$ cat config.mk
export PLATFORM = sky130hd
export DESIGN_NAME = fsw_window_guard
export DESIGN_NICKNAME = d
export VERILOG_FILES = /design/src/pkg/fsw_pkg.sv /design/src/hw/fsw_guard_check.sv /design/src/hw/fsw_window_guard.sv
export SDC_FILE = /design/constraint.sdc
export NUM_CORES = 1
export LEC_CHECK = 0
export BUFFER_PORTS_ARGS = -buffer_cell sky130_fd_sc_hd__buf_2
export CAP_MARGIN = 40
export CORE_ASPECT_RATIO = 1.75
export CORE_MARGIN = 4
export CORE_UTILIZATION = 52
export CTS_CLUSTER_DIAMETER = 40
export DETAILED_ROUTE_END_ITERATION = 8
export PLACE_DENSITY = 0.78
export SETUP_SLACK_MARGIN = 0.02
export SLEW_MARGIN = 30
export SYNTH_ARGS = -nofsm -noshare
export SYNTH_HDL_FRONTEND = slang
export SYNTH_HIERARCHICAL = 1
export SYNTH_SLANG_ARGS = --single-unit
$ cat constraint.sdc
create_clock -name pclk -period 5.25 [get_ports pclk]
set_clock_uncertainty 0.2 [all_clocks]
set_input_delay 1.3125 -clock pclk [delete_from_list [all_inputs] [get_ports pclk]]
set_output_delay 1.3125 -clock pclk [all_outputs]
set_load 0.1 [all_outputs]
$ cat src/pkg/fsw_pkg.sv
// constants, register map and state codes for the flash shield window guard
// assumes a 100 MHz apb clock shared by the guard and the flash sequencer
package fsw_pkg;

  // ==========================================================
  // register map, byte addresses on a 12-bit apb window
  localparam int unsigned   ADDR_W    = 12;
  localparam logic [11:0]   OFS_CTRL  = 12'h000;
  localparam logic [11:0]   OFS_WIN   = 12'h004;
  localparam logic [11:0]   OFS_INIT  = 12'h008;
  localparam logic [11:0]   OFS_CMD   = 12'h00c;
  localparam logic [11:0]   OFS_STAT  = 12'h010;

  // ==========================================================
  // field layouts
  localparam int unsigned   CTRL_SELF     = 0;
  localparam int unsigned   BLK_W         = 8;
  localparam int unsigned   WIN_START_LSB = 0;
  localparam int unsigned   WIN_END_LSB   = 8;
  localparam int unsigned   VARG_W        = 8;
  localparam int unsigned   FA_W          = 20;
  localparam int unsigned   CMD_OP_LSB    = 20;
  localparam int unsigned   ST_BUSY       = 0;
  localparam int unsigned   ST_DONE       = 1;
  localparam int unsigned   ST_REFUSED    = 2;
  localparam int unsigned   ST_SEQ_ERR    = 3;
  localparam int unsigned   ST_FULL       = 4;
  localparam int unsigned   ST_MODE_ERR   = 5;
  localparam int unsigned   ST_SELF       = 6;
  localparam int unsigned   ST_EXT        = 7;
  localparam int unsigned   ST_OSC_HALT   = 8;
  localparam int unsigned   ST_W          = 9;

  // ==========================================================
  // reset values and encodings
  localparam logic [7:0]    WIN_START_RST = 8'h00;
  localparam logic [7:0]    WIN_END_RST   = 8'h0f;
  localparam logic [7:0]    VOLT_FULL     = 8'h00;
  localparam logic [1:0]    OP_NONE       = 2'h0;
  localparam logic [1:0]    OP_WRITE      = 2'h1;
  localparam logic [1:0]    OP_ERASE      = 2'h2;
  localparam logic [1:0]    OP_VERIFY     = 2'h3;

  // ==========================================================
  // flash address map
  localparam int unsigned   BLK_SHIFT     = 10;
  localparam logic [19:0]   CF_FIRST      = 20'h00000;
  localparam logic [19:0]   CF_LAST       = 20'h03fff;
  localparam logic [19:0]   BOOT_LAST     = 20'h00fff;
  localparam logic [19:0]   DF_FIRST      = 20'hf1000;
  localparam logic [19:0]   DF_LAST       = 20'hf17ff;

  // ==========================================================
  // synchronised pin vector positions
  localparam int unsigned   PIN_EXT       = 0;
  localparam int unsigned   PIN_SEL_HI    = 1;
  localparam int unsigned   PIN_SEL_LO    = 2;
  localparam int unsigned   PIN_BOOT      = 3;
  localparam int unsigned   PIN_SEC_ERASE = 4;
  localparam int unsigned   PIN_SEC_WRITE = 5;
  localparam int unsigned   PIN_OSC_HALT  = 6;
  localparam int unsigned   PIN_W         = 7;

  typedef enum logic [2:0] {
    FSW_IDLE  = 3'b001,
    FSW_CHECK = 3'b010,
    FSW_RUN   = 3'b100
  } fsw_state_e;

  function automatic logic [7:0] block_of(input logic [19:0] a);
    return 8'(a >> BLK_SHIFT);
  endfunction

  function automatic logic in_range(input logic [19:0] a, input logic [19:0] lo, input logic [19:0] hi);
    return (a >= lo) && (a <= hi);
  endfunction

endpackage

$ cat src/hw/fsw_guard_check.sv
// combinational verdict on one flash command: allowed or refused
// assumes the caller holds address and operation stable while it reads the verdict
`timescale 1ns/1ps
module fsw_guard_check (
  input  wire logic [19:0] flash_addr,
  input  wire logic [1:0]  flash_op,
  input  wire logic        self_prog,
  input  wire logic        ext_prog,
  input  wire logic [7:0]  win_start,
  input  wire logic [7:0]  win_end,
  input  wire logic        boot_protect,
  input  wire logic        sec_erase_dis,
  input  wire logic        sec_write_dis,
  output logic             allow
);

  // ==========================================================
  // area and window decode
  logic       is_code;
  logic       is_data;
  logic       is_modify;
  logic [7:0] blk;
  logic       in_win;
  logic       win_block;
  logic       boot_block;
  logic       sec_block;

  assign is_code   = fsw_pkg::in_range(flash_addr, fsw_pkg::CF_FIRST, fsw_pkg::CF_LAST);
  assign is_data   = fsw_pkg::in_range(flash_addr, fsw_pkg::DF_FIRST, fsw_pkg::DF_LAST);
  assign is_modify = (flash_op == fsw_pkg::OP_WRITE) || (flash_op == fsw_pkg::OP_ERASE);
  assign blk       = fsw_pkg::block_of(flash_addr);
  assign in_win    = (blk >= win_start) && (blk <= win_end);

  // window only guards code flash while self-programming, never external programming
  assign win_block  = self_prog && !ext_prog && is_code && !in_win;
  assign boot_block = boot_protect && fsw_pkg::in_range(flash_addr, fsw_pkg::CF_FIRST, fsw_pkg::BOOT_LAST);
  // programmer security bits reach only the external path
  assign sec_block  = ext_prog && (((flash_op == fsw_pkg::OP_ERASE) && sec_erase_dis) ||
                                   ((flash_op == fsw_pkg::OP_WRITE) && sec_write_dis));

  // speed mode takes no part: verify and modify pass alike in both modes
  assign allow = (self_prog || ext_prog) && (is_code || is_data) && (flash_op != fsw_pkg::OP_NONE) &&
                 (!is_modify || !(win_block || boot_block || sec_block));

endmodule

$ cat src/hw/fsw_window_guard.sv
// apb-controlled guard between the self-programming core and the flash sequencer
// assumes the sequencer runs on pclk and answers each fl_req with a one-cycle fl_done
//
// Functional notes
// - self-programming write or erase outside the window is refused.
// - window spans start block through end block inclusive.
// - window settings change only while external programming mode is active.
// - external programming ignores the window entirely.
// - window guards code flash only; data flash is never window-checked.
// - full-speed mode only when both speed-select option bits are one.
// - voltage argument 00h selects full speed, anything else wide voltage.
// - write, erase and verify work the same in both modes.
// - boot protection refuses boot region erase and write, self-programming too.
// - external security prohibitions do not block self-programming requests.
`timescale 1ns/1ps
module fsw_window_guard (
  input  wire logic        pclk,
  input  wire logic        presetn,
  input  wire logic        psel,
  input  wire logic        penable,
  input  wire logic        pwrite,
  input  wire logic [11:0] paddr,
  input  wire logic [31:0] pwdata,
  output logic      [31:0] prdata,
  output logic             pready,
  output logic             pslverr,
  input  wire logic        ext_prog_mode,
  input  wire logic        flash_speed_select_hi,
  input  wire logic        flash_speed_select_lo,
  input  wire logic        boot_protect,
  input  wire logic        sec_erase_dis,
  input  wire logic        sec_write_dis,
  input  wire logic        hs_osc_halt,
  input  wire logic        fl_done,
  input  wire logic        fl_err,
  output logic             fl_req,
  output logic      [1:0]  fl_op,
  output logic      [19:0] fl_addr,
  output logic             self_prog_active,
  output logic             full_speed_mode
);

  // ==========================================================
  // pin synchronisers
  logic [6:0]  pin_meta;
  logic [6:0]  pin_sync;
  logic [6:0]  pin_raw;
  logic        ext_s;

  assign pin_raw = {hs_osc_halt, sec_write_dis, sec_erase_dis, boot_protect,
                    flash_speed_select_lo, flash_speed_select_hi, ext_prog_mode};
  assign ext_s   = pin_sync[fsw_pkg::PIN_EXT];

  always_ff @(posedge pclk or negedge presetn) begin
    if (!presetn) begin
      pin_meta <= 7'h00;
      pin_sync <= 7'h00;
    end else begin
      pin_meta <= pin_raw;
      pin_sync <= pin_meta;
    end
  end

  // ==========================================================
  // apb decode: one wait state, writes land on the edge where pready is seen
  fsw_pkg::fsw_state_e state;
  fsw_pkg::fsw_state_e next_state;
  logic        acc;
  logic        wr_fire;
  logic        sel_ctrl;
  logic        sel_win;
  logic        sel_init;
  logic        sel_cmd;
  logic        sel_stat;
  logic        mapped;
  logic        bad_wr;
  logic        busy;
  logic [31:0] rd_data;
  logic [8:0]  stat_word;

  assign acc      = psel && penable;
  assign wr_fire  = acc && pready && pwrite;
  assign sel_ctrl = (paddr == fsw_pkg::OFS_CTRL);
  assign sel_win  = (paddr == fsw_pkg::OFS_WIN);
  assign sel_init = (paddr == fsw_pkg::OFS_INIT);
  assign sel_cmd  = (paddr == fsw_pkg::OFS_CMD);
  assign sel_stat = (paddr == fsw_pkg::OFS_STAT);
  assign mapped   = sel_ctrl || sel_win || sel_init || sel_cmd || sel_stat;
  assign busy     = (state != fsw_pkg::FSW_IDLE);
  // a window write from the self-programming side is refused with an error
  assign bad_wr   = pwrite && ((sel_win && !ext_s) || (sel_cmd && busy));

  // ==========================================================
  // configuration registers
  logic        self_prog;
  logic [7:0]  win_start;
  logic [7:0]  win_end;
  logic        full_speed;
  logic [19:0] cmd_addr;
  logic [1:0]  cmd_op;
  logic        done;
  logic        refused;
  logic        seq_err;
  logic        mode_err;
  logic        allow;
  logic        both_sel;
  logic [7:0]  varg;
  logic        init_wr;
  logic        cmd_go;
  logic        refuse_now;
  logic        finish_now;

  assign both_sel   = pin_sync[fsw_pkg::PIN_SEL_HI] && pin_sync[fsw_pkg::PIN_SEL_LO];
  assign varg       = pwdata[fsw_pkg::VARG_W-1:0];
  assign init_wr    = wr_fire && sel_init;
  assign cmd_go     = wr_fire && sel_cmd && !busy;
  assign refuse_now = (state == fsw_pkg::FSW_CHECK) && !allow;
  assign finish_now = (state == fsw_pkg::FSW_RUN) && fl_done;

  // external mode always wins over the self-programming enable
  always_ff @(posedge pclk or negedge presetn) begin
    if (!presetn) begin
      self_prog <= 1'b0;
    end else if (ext_s) begin
      self_prog <= 1'b0;
    end else if (wr_fire && sel_ctrl) begin
      self_prog <= pwdata[fsw_pkg::CTRL_SELF];
    end
  end

  always_ff @(posedge pclk or negedge presetn) begin
    if (!presetn) begin
      win_start <= fsw_pkg::WIN_START_RST;
      win_end   <= fsw_pkg::WIN_END_RST;
    end else if (wr_fire && sel_win && ext_s) begin
      win_start <= pwdata[fsw_pkg::WIN_START_LSB +: fsw_pkg::BLK_W];
      win_end   <= pwdata[fsw_pkg::WIN_END_LSB +: fsw_pkg::BLK_W];
    end
  end

  // full speed is granted only with both option bits set; asking for it without them gives wide voltage and a flag
  always_ff @(posedge pclk or negedge presetn) begin
    if (!presetn) begin
      full_speed <= 1'b0;
    end else if (init_wr) begin
      full_speed <= (varg == fsw_pkg::VOLT_FULL) && both_sel;
    end
  end

  always_ff @(posedge pclk or negedge presetn) begin
    if (!presetn) begin
      cmd_addr <= 20'h00000;
      cmd_op   <= fsw_pkg::OP_NONE;
    end else if (cmd_go) begin
      cmd_addr <= pwdata[fsw_pkg::FA_W-1:0];
      cmd_op   <= pwdata[fsw_pkg::CMD_OP_LSB +: 2];
    end
  end

  // ==========================================================
  // sticky status: write one to clear, a same-cycle set wins
  always_ff @(posedge pclk or negedge presetn) begin
    if (!presetn) begin
      done     <= 1'b0;
      refused  <= 1'b0;
      seq_err  <= 1'b0;
      mode_err <= 1'b0;
    end else begin
      done     <= (done && !(wr_fire && sel_stat && pwdata[fsw_pkg::ST_DONE])) || refuse_now || finish_now;
      refused  <= (refused && !(wr_fire && sel_stat && pwdata[fsw_pkg::ST_REFUSED])) || refuse_now;
      seq_err  <= (seq_err && !(wr_fire && sel_stat && pwdata[fsw_pkg::ST_SEQ_ERR])) || (finish_now && fl_err);
      mode_err <= (mode_err && !(wr_fire && sel_stat && pwdata[fsw_pkg::ST_MODE_ERR])) ||
                  (init_wr && (varg == fsw_pkg::VOLT_FULL) && !both_sel);
    end
  end

  // ==========================================================
  // command sequencing
  fsw_guard_check u_check (
    .flash_addr    (cmd_addr),
    .flash_op      (cmd_op),
    .self_prog     (self_prog),
    .ext_prog      (ext_s),
    .win_start     (win_start),
    .win_end       (win_end),
    .boot_protect  (pin_sync[fsw_pkg::PIN_BOOT]),
    .sec_erase_dis (pin_sync[fsw_pkg::PIN_SEC_ERASE]),
    .sec_write_dis (pin_sync[fsw_pkg::PIN_SEC_WRITE]),
    .allow         (allow)
  );

  always_comb begin
    next_state = state;
    unique case (state)
      fsw_pkg::FSW_IDLE:  if (cmd_go) next_state = fsw_pkg::FSW_CHECK;
      fsw_pkg::FSW_CHECK: next_state = allow ? fsw_pkg::FSW_RUN : fsw_pkg::FSW_IDLE;
      fsw_pkg::FSW_RUN:   if (fl_done) next_state = fsw_pkg::FSW_IDLE;
      default:            next_state = fsw_pkg::FSW_IDLE;
    endcase
  end

  // a refused command never raises fl_req, so the array stays untouched
  always_ff @(posedge pclk or negedge presetn) begin
    if (!presetn) begin
      state   <= fsw_pkg::FSW_IDLE;
      fl_req  <= 1'b0;
      fl_op   <= fsw_pkg::OP_NONE;
      fl_addr <= 20'h00000;
    end else begin
      state   <= next_state;
      fl_req  <= ((state == fsw_pkg::FSW_CHECK) && allow) || (fl_req && !fl_done);
      fl_op   <= ((state == fsw_pkg::FSW_CHECK) && allow) ? cmd_op : fl_op;
      fl_addr <= ((state == fsw_pkg::FSW_CHECK) && allow) ? cmd_addr : fl_addr;
    end
  end

  // ==========================================================
  // read mux and apb answer
  assign stat_word = {pin_sync[fsw_pkg::PIN_OSC_HALT], ext_s, self_prog, mode_err, full_speed,
                      seq_err, refused, done, busy};
  assign rd_data   = sel_ctrl ? {31'h00000000, self_prog} :
                     sel_win  ? {16'h0000, win_end, win_start} :
                     sel_init ? {31'h00000000, full_speed} :
                     sel_cmd  ? {10'h000, cmd_op, cmd_addr} :
                     sel_stat ? {23'h000000, stat_word} : 32'h00000000;

  always_ff @(posedge pclk or negedge presetn) begin
    if (!presetn) begin
      pready           <= 1'b0;
      pslverr          <= 1'b0;
      prdata           <= 32'h00000000;
      self_prog_active <= 1'b0;
      full_speed_mode  <= 1'b0;
    end else begin
      pready           <= acc && !pready;
      pslverr          <= acc && !pready && (!mapped || bad_wr);
      prdata           <= (acc && !pready && !pwrite) ? rd_data : 32'h00000000;
      self_prog_active <= self_prog;
      full_speed_mode  <= full_speed;
    end
  end

  logic [7:0] cmd_blk;
  logic       cmd_code;
  logic       cmd_mod;
  assign cmd_blk  = fsw_pkg::block_of(cmd_addr);
  assign cmd_code = fsw_pkg::in_range(cmd_addr, fsw_pkg::CF_FIRST, fsw_pkg::CF_LAST);
  assign cmd_mod  = (cmd_op == fsw_pkg::OP_WRITE) || (cmd_op == fsw_pkg::OP_ERASE);
endmodule

[Yosys cells after proc, flatten, opt, wreduce, memory -nomap -nowiden]
Cells that the tools add are included.
Storage, ports and cells
  register bits: 110
  output and inout port bits: 59
Operators by class
  $lt $le $gt $ge: 7
  equality and inequality tests: 12
  multiplexer cells: 12
  reductions and logical operators: 86
Operators by type and width (count)
  two-way mux 22 bit: 5
  logical AND 1 bit: 47
  == test 12 x 4 -> 1 bit (second input constant): 2
  greater-or-equal comparator 20 x 1 -> 1 bit (second input constant): 1
  greater-or-equal comparator 20 bit (second input constant): 1
  <= comparator 20 x 12 -> 1 bit (second input constant): 1
  <= comparator 20 x 14 -> 1 bit (second input constant): 1
  <= comparator 20 bit (second input constant): 1
  logical OR 1 bit: 19
  logical NOT 1 bit: 15
  == test 12 x 3 -> 1 bit (second input constant): 1
  == test 12 x 5 -> 1 bit (second input constant): 1
  logical NOT 12 bit: 1
  two-way mux 3 bit: 3
  two-way mux 9 bit: 1
  case mux 3 bit (3 select lines): 1
  greater-or-equal comparator 8 bit: 1
  <= comparator 8 bit: 1
  logical NOT 8 bit: 1
  != test 2 bit (second input constant): 2
  nonzero test 2 bit: 2
  == test 3 x 1 -> 1 bit (second input constant): 1
  == test 3 x 2 -> 1 bit (second input constant): 1
  == test 3 bit (second input constant): 1
  other kinds (5): 6

[Logic depth before layout (Yosys ltp)]
  depth after elaboration: 13
  gate-level depth with buffers: 10
  gate-level depth less buffers: 10

[Cells and area by module]
The synthesis kept the hierarchy.
Modules (own cells, without submodules)
  fsw_window_guard: instances 1, area each 4431.8 um^2, cells each 312
  fsw_guard_check: instances 1, area each 525.5 um^2, cells each 72

[Worst setup path before layout]
Ideal clock, no wire load.
  kind: input-to-reg
  start point: in paddr[9]
  end point: reg cmd_addr[0]
  buffers on the path: 1
  arrival time: 2.767 ns
  setup slack: 2.156 ns
  data required time: 4.923 ns
  stages on the path: 5
  cell sequence: nor4_2 -> nand2_2 -> nor4_4 -> buf_6 -> mux2_1
Between the ends
  word-level cells in the longest chain between the ends: 3
Ends and longest elaborated chain
  from (decl): RTL line fsw_window_guard.sv:22  | input wire logic [11:0] paddr,
  == test 12 x 4 -> 1 bit: RTL line fsw_window_guard.sv:86  | assign sel_cmd = (paddr == fsw_pkg::OFS_CMD);
  logical AND 1 bit (2 in series): RTL line fsw_window_guard.sv:116  | assign cmd_go = wr_fire && sel_cmd && !busy;
  to (signal assigned): RTL line fsw_window_guard.sv:155  | cmd_addr <= pwdata[fsw_pkg::FA_W-1:0];
  to (decl): RTL line fsw_window_guard.sv:99  | logic [19:0] cmd_addr;
Every way passes these cells.
A chain may end at the register's enable or synchronous reset.

[Final worst setup path]
  start point: in paddr[9]
  end point: reg win_start[1]
Between the ends
  word-level cells in the longest chain between the ends: 3
Ends and longest elaborated chain
  == test 12 x 3 -> 1 bit: RTL line fsw_window_guard.sv:84  | assign sel_win = (paddr == fsw_pkg::OFS_WIN);
  logical AND 1 bit (2 in series): RTL line fsw_window_guard.sv:135  | end else if (wr_fire && sel_win && ext_s) begin
  to (signal assigned): RTL line fsw_window_guard.sv:133  | win_start <= fsw_pkg::WIN_START_RST;
  to (signal assigned): RTL line fsw_window_guard.sv:136  | win_start <= pwdata[fsw_pkg::WIN_START_LSB +: fsw_pkg::BLK_W];
  to (decl): RTL line fsw_window_guard.sv:96  | logic [7:0] win_start;
Every way passes these cells.

==> results.toml <==
[route]
via_count = 3354
route.final.wire_length_um = 10820
remaining_antenna_violation_count_after_routing = 0
drt_pass1_iterations = 5
route.detailed.vias_per_inst = 5.498
wl_per_cell_um = 17.74
first_iter_violations = 121
drc_errors = 0

[cts]
clk_transition_reported_paths_ps = 60
cts_made_buffers = 9
postCtsResizedCells = 0
post-cts-setup-buffers = 0
htreeDepth = 3
max-clock-path-buffers = 2
cts-root-buf = "sky130_fd_sc_hd__clkbuf_16"
clkLatencyLatePin_ps = 350
cts_hold_buffers = 0
cts_num_sinks = 110
cts_tree = "done"

[synthesis]
async_flop_share = 1.000
synthCells = 384
synth_area_leaders = "sky130_fd_sc_hd__dfrtp_1 (53%), sky130_fd_sc_hd__mux2_2 (7.3%), sky130_fd_sc_hd__ha_1 (4.8%), sky130_fd_sc_hd__mux2_1 (4.3%), sky130_fd_sc_hd__mux2_4 (3.0%)"
synthDistinctLibCells = 53
synthesis.area_per_instance_um2 = 12.91
largest_family_of_logic_cells_by_synthesized_area = "multiplexers"
synth-simple-area-share = 0.1232
netlist_area_before_placement_mm2 = 0.004957
synth-compound-area-share = 0.07875
synthXorXnorAreaFrac = 0
ys_seq_area_frac = 0.5565
dominantRegCellSynth = "sky130_fd_sc_hd__dfrtp_1"
synth_fa_ha_area_frac = 0.04796
synth.yosys.warnings = 6
synth-edff-count = 0
synth_most_common_cell = "sky130_fd_sc_hd__dfrtp_1"
synth_seq_cells = 110
synth.top_cells.by_count = "sky130_fd_sc_hd__dfrtp_1 (105), sky130_fd_sc_hd__mux2_2 (32), sky130_fd_sc_hd__nor2_1 (24)"
post_synth_mux_area_share = 0.1482
synth_largest_type_area_fraction = 0.5300
synth_largest_area_cell = "sky130_fd_sc_hd__dfrtp_1"

[floorplanning]
io_pins = 117
die_h_um = 137.2
fp.coreArea_mm2 = 0.009209
die_w_um = 81.81
initial_utilization = 0.5383
fp-row-count = 46
die-area_mm2 = 0.01122

[layout]
post-route-util = 0.6353
postLayoutCellArea_mm2 = 0.005851
share_of_cells_above_drive_strength_1 = 0.3653
area_growth_pct = 18.02
finish.net_count = 562
instances_no_fill = 610
antenna_cells_inserted = 0

[timing]
tns_ps = 0
worst_slew_margin_rel = 0.5585
clock.fmax_mhz = 303.8
pins_over_slew_limit = 0
timing_hold_violations_final = 0
timing_worst_slew_pin_value_ps = 653.1
finalSetupViolations = 0
finalCritPeriodShare = 0.6270
finalWorstPathRequiredPeriod_ps = 3292
rsz0062_at_grt = "false"

[placement]
dp.cells = 593
dp.final_hpwl_um = 7914
placement.cell_area_mm2 = 0.005528
portBuffers = 96
gp_routability_congestion = 0.8712

[setup_path]
critical_path_buf_inv_count = 1
worstSetupEndpoint = "win_start[1]"
crit_path_end_kind = "flop"
cp_data_required_time_ps = 5280
timing.reg2reg.setup_slack_ps = 2270
cp_num_cells = 5
cpLargestDelayFamily = "simple AND/OR/NAND/NOR gates"
regToRegStartpoint = "win_end[1]"
crit-reg2reg-capture = "fl_addr[14]"
timing.critical_path.from = "paddr[9]"
worstPathMaxFanout = 16
path_class = "in2reg"
crit_path_max_incr_delay_ps = 570
critical_path.cell_chain = "buf_2 > or4_4 > nor3_4 > nand4_4 > mux2_4"
crit_path_top_delay_cell = "sky130_fd_sc_hd__or4_4"
crit_path_start_kind = "primary input"
worst-endpoint-arrival_ps = 3320
worst-r2r-cell-count = 10

[power_and_ir_drop]
total_power_of_the_final_layout_uw = 1621
max-vdd-ir-drop_mv = 0.2377
leak_uw = 0.002971
cellPowerDensity_mw_per_mm2 = 277.1

[job]
max_cap_violations = 0

[global_route]
grt_antenna_before_repair = 0
first_global_vias = 3517
globalRoute.totalOverflow = 0
globalRouteTotalUtil = 0.2076
grt_max_degree = 73
grt_pass1_wl_um = 17170

[worst_hold_path]
hp-class = "reg2reg"

[outcome]
outcome = "finished, final reports clean"
[report_power, final]
group | internal, uW | switching [uW] | leakage (uW) | total [uW]
clock | 383 | 279 | 0.000136 | 663
combinational | 22.7 | 76.8 | 0.00135 | 99.5
sequential | 855 | 4.32 | 0.00148 | 859
total | 1260 | 361 | 0.00297 | 1620
[cell type report]
cell class | instances | area, um2
Inverter | 19 | 71.32
Clock buffer | 13 | 250.2
Tap cell | 120 | 150.1
Clock inverter | 3 | 45.04
Fill cell | 736 | 3358
Multi-Input combinational cell | 242 | 2022
Sequential cell | 110 | 2759
Timing Repair Buffer | 103 | 553.0
[registers in the layout (all words and copies together), names as in the netlist]
| register | cells |
|---|---|
| pslverr | 1 |
| done | 1 |
| self_prog_active | 1 |
| cmd_addr | 20 |
| win_end | 8 |
| mode_err | 1 |
| refused | 1 |
| fl_addr | 20 |
| self_prog | 1 |
| prdata | 22 |
| fl_req | 1 |
| fl_op | 2 |
| cmd_op | 2 |
| win_start | 8 |
| full_speed_mode | 1 |
| seq_err | 1 |
| full_speed | 1 |
| pready | 1 |
| pin_sync | 7 |
| pin_meta | 7 |
| state | 3 |
[worst register-to-register path, cell delays in order (launching register included)]
cell and delay (ps):
sky130_fd_sc_hd__dfstp_2 550, sky130_fd_sc_hd__inv_1 50, sky130_fd_sc_hd__ha_1 300, sky130_fd_sc_hd__nor2b_1 140, sky130_fd_sc_hd__o211ai_1 180, sky130_fd_sc_hd__a21oi_2 80
sky130_fd_sc_hd__o221ai_1 200, sky130_fd_sc_hd__and3_1 260, sky130_fd_sc_hd__nor3b_2 190, sky130_fd_sc_hd__buf_4 350, sky130_fd_sc_hd__mux2_2 390
[metal layers]
metal / part of all wire / global-route usage
met5: 0 / 0
met2: 0.55 / 0.3699
met4: 0.027 / 0.09797
met1: 0.37 / 0.2276
met3: 0.054 / 0.04545
[worst min-delay path by stage]
stage                           start  depth (start not counted)  slack, ps          end
after global placement    pin_meta[3]                          0        140  pin_sync[3]
after CTS                 pin_meta[1]                          0        150  pin_sync[1]
after detailed placement  pin_meta[0]                          0        140  pin_sync[0]
final                     pin_meta[3]                          0        150  pin_sync[3]
after floorplan           pin_meta[0]                          0        130  pin_sync[0]
after global routing      pin_meta[2]                          0        160  pin_sync[2]
[per-stage QoR]
stage | hold WS, ps | setup slack (ps)
after floorplan | 131.2 | 2156
after global placement | 136.4 | 1632
after detailed placement | 137.1 | 1608
after CTS | 149.8 | 1976
after global routing | 161.3 | 1879
final | 148.6 | 1958
[cells by family (layout without fill, tap and decap cells)]
group / count (synthesis) / in the layout
fa+ha+maj: 19 / 19
other cells: 1 / 10
buf+inv: 41 / 138
flops: 110 / 110
mux: 62 / 62
simple gates: 97 / 97
compound gates: 54 / 54
[cell usage in the layout, fill, tap and decap left out, types with 10 or more instances in the layout]
| master | instances |
|---|---|
| sky130_fd_sc_hd__buf_2 | 96 |
| sky130_fd_sc_hd__a22o_1 | 11 |
| sky130_fd_sc_hd__nor2_1 | 24 |
| sky130_fd_sc_hd__nand2_1 | 11 |
| sky130_fd_sc_hd__mux2_1 | 19 |
| sky130_fd_sc_hd__inv_1 | 19 |
| sky130_fd_sc_hd__dfrtp_1 | 105 |
| sky130_fd_sc_hd__a22oi_1 | 16 |
| sky130_fd_sc_hd__mux2_4 | 10 |
| sky130_fd_sc_hd__nand3_1 | 10 |
| sky130_fd_sc_hd__conb_1 | 10 |
| sky130_fd_sc_hd__mux2_2 | 32 |
| sky130_fd_sc_hd__ha_1 | 19 |
(Power assumes the default switching activity.)
